$ cat src/include/psld_pkg.sv
// Package: constants shared by the port status lamp driver files
package psld_pkg;

  localparam int PORTS          = 8;
  localparam int GROUP          = 4;
  localparam int SEL_W          = 2;
  localparam int PHASE_W        = 4;
  localparam int WB_DW          = 32;
  localparam int WB_AW          = 4;
  localparam int WB_SW          = 4;

  // Clock rate and lamp timing, derived counts below
  localparam int CLK_KHZ        = 100_000;
  localparam int BLINK_HALF_MS  = 50;
  localparam int BLINK_HALF_CYC = BLINK_HALF_MS * CLK_KHZ;
  localparam int SCAN_STEP_US   = 250;
  localparam int SCAN_STEP_CYC  = (SCAN_STEP_US * CLK_KHZ) / 1000;

  // Lamp meaning codes
  localparam logic [SEL_W-1:0] SEL_SPLIT_TXRX = 2'h0;
  localparam logic [SEL_W-1:0] SEL_LINK_RX    = 2'h1;
  localparam logic [SEL_W-1:0] SEL_SPLIT_COL  = 2'h2;
  localparam logic [SEL_W-1:0] SEL_LINK_TXRX  = 2'h3;
  localparam logic [SEL_W-1:0] SEL_RESET      = SEL_LINK_TXRX;
  localparam logic             STYLE_SCAN     = 1'h0;
  localparam logic             STYLE_DIRECT   = 1'h1;

  // Register byte addresses
  localparam logic [WB_AW-1:0] REG_CTRL       = 4'h0;
  localparam logic [WB_AW-1:0] REG_STATUS     = 4'h4;

  // Control fields
  localparam int               CTRL_EN_BIT    = 0;
  localparam int               CTRL_TEST_BIT  = 1;
  localparam logic             CTRL_EN_RST    = 1'h1;
  localparam logic             CTRL_TEST_RST  = 1'h0;

  // Status fields
  localparam int               STAT_STYLE_BIT = 0;
  localparam int               STAT_SEL_LSB   = 1;
  localparam int               STAT_BLINK_BIT = 3;
  localparam int               STAT_CAPT_BIT  = 4;
  localparam int               STAT_LINK_LSB  = 8;

endpackage : psld_pkg

$ cat src/rtl/psld_blink.sv
// Free-running flash phase generator for the lamps
`timescale 1ns/1ps
`default_nettype none

module psld_blink
  import psld_pkg::*;
#(
  parameter int HALF_CYC = BLINK_HALF_CYC
)
(
  input  wire logic sys_clk,
  input  wire logic sys_rst,
  input  wire logic ce,
  output var  logic blink_phase
);

  localparam int CW = $clog2(HALF_CYC + 1);
  localparam logic [CW-1:0] LAST = CW'(HALF_CYC - 1);

  typedef struct packed {
    logic [CW-1:0] cnt;
    logic          phase;
  } psld_blink_s;

  psld_blink_s q;
  psld_blink_s d;

  always_comb
  begin
    d = q;
    if (ce)
    begin
      if (q.cnt == LAST)
      begin
        d.cnt   = '0;
        d.phase = ~q.phase;
      end
      else
      begin
        d.cnt = q.cnt + CW'(1);
      end
    end
    if (sys_rst)
    begin
      d = '0;
    end
  end

  always_ff @(posedge sys_clk)
  begin
    q <= d;
  end

  assign blink_phase = q.phase;

endmodule // psld_blink

`default_nettype wire

$ cat src/rtl/psld_scan.sv
// Scan-mode drive: 12 pins serve 32 lamps, one port of each half per phase
`timescale 1ns/1ps
`default_nettype none

module psld_scan
  import psld_pkg::*;
#(
  parameter int STEP_CYC = SCAN_STEP_CYC
)
(
  input  wire logic               sys_clk,
  input  wire logic               sys_rst,
  input  wire logic               ce,
  input  wire logic               run,
  input  wire logic [PORTS-1:0]   link_lamp,
  input  wire logic [PORTS-1:0]   rate_lamp,
  input  wire logic [PORTS-1:0]   duplex_lamp,
  input  wire logic [PORTS-1:0]   rx_lamp,
  output var  logic [PHASE_W-1:0] scan_phase,
  output var  logic               scan_link_a,
  output var  logic               scan_link_b,
  output var  logic               scan_rate_a,
  output var  logic               scan_rate_b,
  output var  logic               scan_duplex_a,
  output var  logic               scan_duplex_b,
  output var  logic               scan_rx_a,
  output var  logic               scan_rx_b
);

  localparam int CW = $clog2(STEP_CYC + 1);
  localparam logic [CW-1:0] LAST = CW'(STEP_CYC - 1);

  typedef struct packed {
    logic [CW-1:0]      cnt;
    logic [1:0]         idx;
    logic [PHASE_W-1:0] phase;
    logic [7:0]         pins;
  } psld_scan_s;

  psld_scan_s q;
  psld_scan_s d;

  always_comb
  begin
    d = q;
    if (ce)
    begin
      if (!run)
      begin
        // Not running (direct style, or straps not yet captured): scan pins stay dark
        d = '0;
      end
      else
      begin
        if (q.cnt == LAST)
        begin
          d.cnt = '0;
          d.idx = q.idx + 2'h1;
        end
        else
        begin
          d.cnt = q.cnt + CW'(1);
        end
        d.phase = PHASE_W'(1) << d.idx;
        d.pins  = {link_lamp[d.idx], link_lamp[3'(d.idx) + 3'(GROUP)],
                   rate_lamp[d.idx], rate_lamp[3'(d.idx) + 3'(GROUP)],
                   duplex_lamp[d.idx], duplex_lamp[3'(d.idx) + 3'(GROUP)],
                   rx_lamp[d.idx], rx_lamp[3'(d.idx) + 3'(GROUP)]};
      end
    end
    if (sys_rst)
    begin
      d = '0;
    end
  end

  always_ff @(posedge sys_clk)
  begin
    q <= d;
  end

  assign scan_phase    = q.phase;
  assign scan_link_a   = q.pins[7];
  assign scan_link_b   = q.pins[6];
  assign scan_rate_a   = q.pins[5];
  assign scan_rate_b   = q.pins[4];
  assign scan_duplex_a = q.pins[3];
  assign scan_duplex_b = q.pins[2];
  assign scan_rx_a     = q.pins[1];
  assign scan_rx_b     = q.pins[0];

endmodule // psld_scan

`default_nettype wire

$ cat src/rtl/psld_top.sv
// Port status lamp driver: strap capture, lamp meanings, direct and scan drive, register slave
`timescale 1ns/1ps
`default_nettype none

module psld_top
  import psld_pkg::*;
#(
  parameter int BLINK_CYC = BLINK_HALF_CYC,
  parameter int SCAN_CYC  = SCAN_STEP_CYC
)
(
  input  wire logic               sys_clk,
  input  wire logic               sys_rst,
  input  wire logic               ce,
  input  wire logic               lamp_drive_style_strap,
  input  wire logic [SEL_W-1:0]   lamp_meaning_select,
  input  wire logic [PORTS-1:0]   port_link_up,
  input  wire logic [PORTS-1:0]   port_speed_100,
  input  wire logic [PORTS-1:0]   port_full_duplex,
  input  wire logic [PORTS-1:0]   port_rx_active,
  input  wire logic [PORTS-1:0]   port_tx_active,
  input  wire logic [PORTS-1:0]   port_collision,
  input  wire logic               wb_cyc_i,
  input  wire logic               wb_stb_i,
  input  wire logic               wb_we_i,
  input  wire logic [WB_AW-1:0]   wb_adr_i,
  input  wire logic [WB_SW-1:0]   wb_sel_i,
  input  wire logic [WB_DW-1:0]   wb_dat_i,
  output var  logic [WB_DW-1:0]   wb_dat_o,
  output var  logic               wb_ack_o,
  output var  logic [PORTS-1:0]   port_link_lamp,
  output var  logic [PORTS-1:0]   port_rate_lamp,
  output var  logic [PORTS-1:0]   port_duplex_lamp,
  output var  logic [PHASE_W-1:0] scan_phase,
  output var  logic               scan_link_a,
  output var  logic               scan_link_b,
  output var  logic               scan_rate_a,
  output var  logic               scan_rate_b,
  output var  logic               scan_duplex_a,
  output var  logic               scan_duplex_b,
  output var  logic               scan_rx_a,
  output var  logic               scan_rx_b
);

  // Lamp states of one port: link, rate, duplex, rx
  typedef struct packed {
    logic link;
    logic rate;
    logic duplex;
    logic rx;
  } psld_lamp_s;

  typedef struct packed {
    logic                  style_s1;
    logic                  style_s2;
    logic [SEL_W-1:0]      sel_s1;
    logic [SEL_W-1:0]      sel_s2;
    logic                  in_reset;
    logic                  captured;
    logic                  style;
    logic [SEL_W-1:0]      sel;
    logic                  lamp_en;
    logic                  lamp_test;
    logic                  ack;
    logic [WB_DW-1:0]      rdata;
    logic [PORTS-1:0]      link_l;
    logic [PORTS-1:0]      rate_l;
    logic [PORTS-1:0]      dup_l;
  } psld_top_s;

  psld_top_s q;
  psld_top_s d;

  logic             blink;
  logic [PORTS-1:0] link_v;
  logic [PORTS-1:0] rate_v;
  logic [PORTS-1:0] dup_v;
  logic [PORTS-1:0] rx_v;
  logic             scan_run;

  // Steady or flashing lamp: flash wins while its trigger lasts
  function automatic logic lamp_level(input logic steady, input logic flash, input logic ph);
    lamp_level = flash ? ph : steady;
  endfunction

  // Meaning table for one port
  function automatic psld_lamp_s lamp_decode(
    input logic [SEL_W-1:0] code,
    input logic             link,
    input logic             fast,
    input logic             full,
    input logic             rx,
    input logic             tx,
    input logic             col,
    input logic             ph
  );
    psld_lamp_s r;
    logic       traffic;
    r       = '0;
    traffic = rx | tx;
    unique case (code)
      SEL_SPLIT_TXRX, SEL_SPLIT_COL:
      begin
        r.link = link & ~fast & lamp_level(1'h1, traffic, ph);
        r.rate = link & fast & lamp_level(1'h1, traffic, ph);
      end
      SEL_LINK_RX:
      begin
        r.link = link & lamp_level(1'h1, rx, ph);
        r.rate = link & fast;
      end
      SEL_LINK_TXRX:
      begin
        r.link = link & lamp_level(1'h1, traffic, ph);
        r.rate = link & fast;
      end
    endcase
    // Collisions only occur in half duplex, so the flash overrides a dark lamp
    r.duplex = lamp_level(link & full, col & (code != SEL_SPLIT_TXRX), ph);
    r.rx     = link & lamp_level(1'h0, rx, ph);
    lamp_decode = r;
  endfunction

  // Register address decode, shared by read and write paths
  function automatic logic is_reg(input logic [WB_AW-1:0] adr, input logic [WB_AW-1:0] reg_adr);
    is_reg = (adr == reg_adr);
  endfunction

  psld_blink #(
    .HALF_CYC    (BLINK_CYC)
  ) u_blink (
    .sys_clk     (sys_clk),
    .sys_rst     (sys_rst),
    .ce          (ce),
    .blink_phase (blink)
  );

  genvar gp;
  generate
    for (gp = 0; gp < PORTS; gp++)
    begin : g_port
      psld_lamp_s lamp;
      assign lamp = lamp_decode(q.sel, port_link_up[gp], port_speed_100[gp], port_full_duplex[gp],
                                port_rx_active[gp], port_tx_active[gp], port_collision[gp], blink);
      // Lamp test lights everything while enabled; disable darkens everything, lamp test included
      assign link_v[gp] = q.lamp_en & (q.lamp_test | lamp.link);
      assign rate_v[gp] = q.lamp_en & (q.lamp_test | lamp.rate);
      assign dup_v[gp]  = q.lamp_en & (q.lamp_test | lamp.duplex);
      assign rx_v[gp]   = q.lamp_en & (q.lamp_test | lamp.rx);
    end
  endgenerate

  always_comb
  begin
    d = q;
    if (ce)
    begin
      // Pins are asynchronous to sys_clk: two stages before use
      d.style_s1 = lamp_drive_style_strap;
      d.style_s2 = q.style_s1;
      d.sel_s1   = lamp_meaning_select;
      d.sel_s2   = q.sel_s1;

      // Latch straps on the first enabled cycle after reset lets go
      d.in_reset = 1'h0;
      if (q.in_reset)
      begin
        d.style    = q.style_s2;
        d.sel      = q.sel_s2;
        d.captured = 1'h1;
      end

      // Direct outputs only carry lamps in direct style
      if (q.style == STYLE_DIRECT)
      begin
        d.link_l = link_v;
        d.rate_l = rate_v;
        d.dup_l  = dup_v;
      end
      else
      begin
        d.link_l = '0;
        d.rate_l = '0;
        d.dup_l  = '0;
      end

      // Classic single-cycle slave: ack one cycle after strobe, dropped next cycle
      d.ack   = wb_cyc_i & wb_stb_i & ~q.ack;
      d.rdata = '0;
      if (wb_cyc_i && wb_stb_i && !q.ack)
      begin
        if (wb_we_i)
        begin
          if (is_reg(wb_adr_i, REG_CTRL) && wb_sel_i[0])
          begin
            d.lamp_en   = wb_dat_i[CTRL_EN_BIT];
            d.lamp_test = wb_dat_i[CTRL_TEST_BIT];
          end
        end
        else if (is_reg(wb_adr_i, REG_CTRL))
        begin
          d.rdata[CTRL_EN_BIT]   = q.lamp_en;
          d.rdata[CTRL_TEST_BIT] = q.lamp_test;
        end
        else if (is_reg(wb_adr_i, REG_STATUS))
        begin
          d.rdata[STAT_STYLE_BIT]                   = q.style;
          d.rdata[STAT_SEL_LSB +: SEL_W]            = q.sel;
          d.rdata[STAT_BLINK_BIT]                   = blink;
          d.rdata[STAT_CAPT_BIT]                    = q.captured;
          d.rdata[STAT_LINK_LSB +: PORTS]           = port_link_up;
        end
      end
    end
    if (sys_rst)
    begin
      // Synchroniser stages keep sampling so the release sees the strap
      d.in_reset  = 1'h1;
      d.captured  = 1'h0;
      d.style     = STYLE_SCAN;
      d.sel       = SEL_RESET;
      d.lamp_en   = CTRL_EN_RST;
      d.lamp_test = CTRL_TEST_RST;
      d.ack       = 1'h0;
      d.rdata     = '0;
      d.link_l    = '0;
      d.rate_l    = '0;
      d.dup_l     = '0;
    end
  end

  always_ff @(posedge sys_clk)
  begin
    q <= d;
  end

  assign scan_run = q.captured & (q.style == STYLE_SCAN);

  psld_scan #(
    .STEP_CYC      (SCAN_CYC)
  ) u_scan (
    .sys_clk       (sys_clk),
    .sys_rst       (sys_rst),
    .ce            (ce),
    .run           (scan_run),
    .link_lamp     (link_v),
    .rate_lamp     (rate_v),
    .duplex_lamp   (dup_v),
    .rx_lamp       (rx_v),
    .scan_phase    (scan_phase),
    .scan_link_a   (scan_link_a),
    .scan_link_b   (scan_link_b),
    .scan_rate_a   (scan_rate_a),
    .scan_rate_b   (scan_rate_b),
    .scan_duplex_a (scan_duplex_a),
    .scan_duplex_b (scan_duplex_b),
    .scan_rx_a     (scan_rx_a),
    .scan_rx_b     (scan_rx_b)
  );

  assign wb_dat_o         = q.rdata;
  assign wb_ack_o         = q.ack;
  assign port_link_lamp   = q.link_l;
  assign port_rate_lamp   = q.rate_l;
  assign port_duplex_lamp = q.dup_l;

endmodule // psld_top

`default_nettype wire

$ cat config.mk
export PLATFORM = sky130hd
export DESIGN_NAME = psld_top
export DESIGN_NICKNAME = d
export VERILOG_FILES = /design/src/include/psld_pkg.sv /design/src/rtl/psld_blink.sv /design/src/rtl/psld_scan.sv /design/src/rtl/psld_top.sv
export SDC_FILE = /design/constraint.sdc
export NUM_CORES = 1
export LEC_CHECK = 0
export BUFFER_PORTS_ARGS = -buffer_cell sky130_fd_sc_hd__buf_2
export CAP_MARGIN = 20
export CORE_MARGIN = 4
export CORE_UTILIZATION = 52
export CTS_CLUSTER_DIAMETER = 80
export CTS_CLUSTER_SIZE = 40
export DETAILED_ROUTE_END_ITERATION = 6
export GPL_ROUTABILITY_DRIVEN = 1
export PLACE_DENSITY = 0.8
export SLEW_MARGIN = 5
export SYNTH_ARGS = -nofsm -noshare
export SYNTH_HDL_FRONTEND = slang
export SYNTH_SLANG_ARGS = --single-unit
$ cat constraint.sdc
create_clock -name sys_clk -period 2.7 [get_ports sys_clk]
set_input_delay 0.54 -clock sys_clk [delete_from_list [all_inputs] [get_ports sys_clk]]
set_output_delay 0.54 -clock sys_clk [all_outputs]
set_load 0.005 [all_outputs]
Word-level counts from Yosys, hierarchy flattened
Index checks and enable logic that the tools add are counted.
Storage, ports and cells
  RAM bits: 0
  output and inout bits: 69
  memories: 0
  latch bits: 0
  register bits after elaboration: 104
  bits of input ports: 97
  ROM bits: 0
  logic and storage cells: 275
Operators by class
  shift operators: 1
  multipliers: 0
  add/sub/neg operators: 4
  order comparisons: 2
  reductions and logical operators: 11
  div/mod/pow operators: 0
  muxes and demuxes: 72
  equal/unequal tests: 6
  bitwise gates (word level): 158
Operators by type and width (number)
  $and A1 B1 Y1: 107
  $pmux W2 S3: 8
  $mux W1: 40
  $or A1 B1 Y1: 40
  $mux W8: 4
  $mux W29: 1
  $mux W24: 1
  $add A23 B1 Y23 const B: 1
  $eq A23 B23 Y1 const B: 1
  $mux W23: 1
  $add A15 B1 Y15 const B: 1
  $eq A15 B15 Y1 const B: 1
  $mux W15: 1
  $mux W5: 3
  $bmux W1 S3: 4
  $not A1 Y1: 11
  $bmux W1 S2: 4
  $mux W2: 4
  $eq A2 B2 Y1 const B: 2
  $eq A4 B3 Y1 const B: 1
  $logic_not A4 Y1: 1
  $lt A2 B4 Y1 const B: 1
  $lt A3 B4 Y1 const B: 1
  $reduce_and A2 Y1: 2
  11 further kinds: 13

Longest topological paths before layout
  depth after elaboration: 9
  depth in mapped cells: 9
  mapped depth without buffers: 7

By module
A second synthesis with hierarchy kept.
Unflattened totals
  cell total of the unflattened synthesis: 742
  area, all modules: 6047.0 um2
Modules (own cells, without submodules)
  psld_top: cells an instance 327, sequential area each 1081.0 um2, instances 1, area each 2870.3 um2
  psld_scan: cells an instance 268, sequential area each 580.6 um2, instances 1, area each 1891.8 um2
  psld_blink: cells an instance 147, sequential area each 480.5 um2, instances 1, area each 1285.0 um2

Worst setup path before layout
OpenSTA, ideal clock, no wires.
  kind: flip-flop to flip-flop
  from: reg u_scan.q[17] in the netlist's numbering
  to: reg u_scan.q (netlist bit u_scan.scan_link_a)
  path slack: 480 ps
  period minus slack after synthesis: 2220 ps
  arrival: 2158 ps
  setup time: 62 ps
  cell stages (with the launch flop): 7
  required time: 2638 ps
  buffers on the path: 0
  cells stage by stage: dfxtp_1 or4b_1 nor4_4 xnor2_2 mux2i_1 or4_1 nand3_1
On the way
  cells in the longest elaborated chain, start to end: 7
RTL lines
  start, declared: line psld_scan.sv:40  | psld_scan_s q;
  start signal, assigned: line psld_scan.sv:79  | q <= d;
  $eq A15 B15 Y1: line psld_scan.sv:55  | if (q.cnt == LAST)
  $mux W2: line psld_scan.sv:55
  $mux W2: line psld_scan.sv:48  | if (!run)
  $mux W2: line psld_scan.sv:46  | if (ce)
  $bmux W1 S2: line psld_scan.sv:65  | d.pins = {link_lamp[d.idx], link_lamp[3'(d.idx) + 3'(GROUP)],
  $mux W1 (implied by the code): line psld_scan.sv:65
  $mux W29: line psld_scan.sv:48
No other way between the ends. The select of a mux whose other input is x is not followed.
A chain may end at the register's enable or synchronous reset.

Worst setup path after layout
  from: reg u_scan.q[14] in the netlist's numbering
  to: reg u_scan.q (netlist bit u_scan.scan_link_a)
The elaborated chain is that of the path after synthesis.

==> results.yml <==
outcome:
  outcome: "finished, final reports clean"
synthesis:
  yosys_most_used_dff: "dfxtp_1"
  synth.avg_cell_area_um2: 8.24
  synth_area_mm2: 0.00561
  synth_top_area_cell: "dfxtp_1"
  ys_ff_latch: 104
  synth.yosys.warnings: 0
  synth-edff-count: 6
  syn_inst: 681
  share_of_synthesized_area_occupied_by_flip_flops_and_latches: 0.382
  synthMostInstantiatedCell: "nor2_1"
  ys_top_cells_by_area: "dfxtp_1 35%, buf_4 8.2%, nor2_1 7.1%"
  synth_cell_type_count: 59
  synth.top_cells.by_count: "106 x nor2_1, 98 x dfxtp_1, 61 x buf_4"
  async_reset_ff_frac: 0
  synth_largest_type_area_fraction: 0.350
timing:
  worst_clock_skew_ns: 0.0136
  post-route-period-util: 0.910
  finalWorstPathRequiredPeriod_ns: 2.46
  worst_slew_pin_slew_ns: 0.781
  maxSlewViolCount: 0
  fin_hold_ws_ns: 0.327
  slew_headroom: 0.479
  setup_total_negative_slack_ns: 0
  hold_violations: 0
  rsz0062_at_grt: "false"
  setup_viol: 0
  fmax_mhz: 407
  finalWorstSetupSlack_ns: 0.243
finish:
  area.growth.synth_to_final_pct: 10.2
  layout.cell_area.non_filler_mm2: 0.00618
  postLayoutCoreUtil: 0.594
  nNetsFinal: 840
  antenna-diode-count: 0
  post_route_cells_drive_above_1_share: 0.220
  finalNonFillerCells: 882
setup_path:
  cp.required_ns: 3.02
  crit_path_max_delay_cell_type: "dfxtp_1"
  crit_fanout: 9
  endpoint_kind: "flop"
  crit_arrival_ns: 2.77
  path_delay_family: "simple AND/OR/NAND/NOR gates"
  worstPathCellList: "ha_1 -> nand4b_1 -> nor4_4 -> xnor2_2 -> mux2i_1 -> or4_1 -> nand3_1"
  timing.setup.critical_path_class: "flop to flop"
  critical_path_buf_inv_count: 0
  flop_to_flop_setup_slack_ns: 0.24
  critPathLaunchType: "flop"
  critical-path-max-stage-delay_ns: 0.43
power_and_ir_drop:
  worst_ir_drop_vdd_v: 0.000263
  leakagePower_nw: 2.59
  finalPower_mw: 3.02
  power_per_cell_area_mw_per_mm2: 488
cts:
  clock_sink_count: 104
  clock_latency_ns: 0.38
  cts_tree: "yes"
  worst_setup_hold_path_clk_slew_ns: 0.11
  root_buffer: "clkbuf_8"
  tritoncts.num_buffers: 9
  clock_tree.htree_level_count: 3
  ctsLongestPathBuffers: 2
place:
  pre_cts_slack_ns: 0.0922
  dp_hpwl_um: 11400
  last_weighted_congestion_value_of_the_routability_driven_placer: 0.912
  dpl_cell_area_mm2: 0.00594
  io_buffer_count: 113
  post-place-cells: 865
global_routing:
  vias_in_the_first_global_route: 4924
  grt_first_pass_wirelength_um: 24700
  global_router_s_overall_resource_usage: 0.240
  grt_remaining_overflow: 0
  grt_start_max_net_pins: 47
  antenna_found_initial: 0
drt:
  drt.antenna.violating_nets: 0
  routed_via_density: 5.86
  first_pass_iteration_count_of_the_detailed_router: 5
  detailroute.via_count: 5169
  drt_wl_total_um: 15300
  first_iter_violations: 354
  drt-wirelength-per-cell_um: 17.3
  post-route-drc-count: 0
floorplanning:
  chipWidth_um: 112
  die_area_mm2: 0.0125
  core_region_area_mm2: 0.0104
  chip_height_um: 112
  floorplan.io_pins: 166
  start_util: 0.539
  num_rows: 37
job:
  timing.max_cap.violations: 0
min_path:
  hold_class: "primary input to flop"
## report_power, final
group          switching, mW  internal (mW)
Sequential            0.0241           1.57
Combinational          0.175          0.115
Clock                  0.589          0.543
## cell usage in the layout, fill, tap and decap left out, types with 3 or more instances in the layout
| cell | synthesis | final |
|---|---|---|
| buf_2 | 1 | 113 |
| nor2_1 | 106 | 106 |
| dfxtp_1 | 98 | 98 |
| nand2_1 | 45 | 45 |
| a22oi_1 | 36 | 36 |
| a21oi_1 | 34 | 34 |
| o21ai_0 | 33 | 32 |
| xor2_1 | 19 | 19 |
| conb_1 | 1 | 19 |
| and3_1 | 18 | 18 |
| buf_4 | 61 | 18 |
| mux2i_1 | 16 | 16 |
| nand3_1 | 14 | 14 |
| xnor2_1 | 13 | 13 |
| nor3_1 | 12 | 12 |
| o21a_1 | 12 | 12 |
| o211ai_1 | 10 | 10 |
| nand4_1 | 9 | 9 |
| clkbuf_8 | 0 | 9 |
| nor2b_1 | 6 | 6 |
| inv_1 | 6 | 6 |
| a31oi_1 | 6 | 6 |
| edfxtp_1 | 6 | 6 |
| or2_2 | 5 | 5 |
| o221ai_1 | 5 | 5 |
| a211o_1 | 5 | 5 |
| nor4_1 | 4 | 4 |
| o21ba_2 | 4 | 4 |
| a2bb2oi_1 | 4 | 4 |
| a21boi_0 | 4 | 4 |
| and4_1 | 3 | 3 |
| and2_1 | 3 | 3 |
| nand3b_1 | 3 | 3 |
| nand4b_1 | 3 | 3 |
| mux2_2 | 3 | 3 |
## worst reg2reg max path: cells and delay by family, from the launching register on
family	cells	cell delay, ns
simple gates	4	1.12
xor+xnor	1	0.31
flops	1	0.43
fa+ha+maj	1	0.34
mux	1	0.20
## flip-flops by register name, indices dropped and copies added (netlist names)
signal                cells
u_blink.q                23
u_scan.q                 17
q                        13
wb_dat_o                 13
port_duplex_lamp          8
port_link_lamp            8
port_rate_lamp            8
u_scan.scan_phase         4
u_blink.blink_phase       1
u_scan.scan_duplex_a      1
u_scan.scan_duplex_b      1
u_scan.scan_link_a        1
u_scan.scan_link_b        1
u_scan.scan_rate_a        1
u_scan.scan_rate_b        1
u_scan.scan_rx_a          1
u_scan.scan_rx_b          1
wb_ack_o                  1
## routing by layer
layer,routed length [um],GRT usage,vias up
li1,-,-,2456
met1,6320,0.297,2446
met2,7340,0.409,234
met3,1180,0.0516,33
met4,420,0.0876,0
met5,0,0,-
## cell type report
class / instances / area, um2
clock buffer: 9 / 124
fill: 914 / 4230
inverter: 8 / 30.0
clock inverter: 7 / 113
sequential: 104 / 2140
timing repair buffer: 131 / 701
tap: 136 / 170
multi-input combinational: 487 / 2900
## cell families (layout without fill, tap and decap cells)
logic type | after synthesis | after routing | share of synthesized area
compound gates | 168 | 168 | 0.200
mux | 19 | 19 | 0.0346
buf+inv | 108 | 155 | 0.113
xor+xnor | 33 | 33 | 0.0529
simple gates | 246 | 246 | 0.212
flops | 104 | 104 | 0.382
other cells | 1 | 19 | 0.000668
fa+ha+maj | 2 | 2 | 0.00446
## repair_timing
item	4_1_cts	5_1_grt
buffers inserted	0	1
gates resized for setup	0	2
setup endpoints to repair	0	14
hold buffers	0	0
## path summary, 6_finish.rpt
| kind | from | to | depth (start not counted) |
|---|---|---|---|
| hold reg to reg | q[67] | q[65] | 0 |
| setup reg to reg | u_scan.q[14] | u_scan.scan_link_a | 7 |
| hold / removal | lamp_drive_style_strap | q[69] | 1 |
| setup / recovery | u_scan.q[14] | u_scan.scan_link_a | 7 |
(Power assumes the default switching activity.)
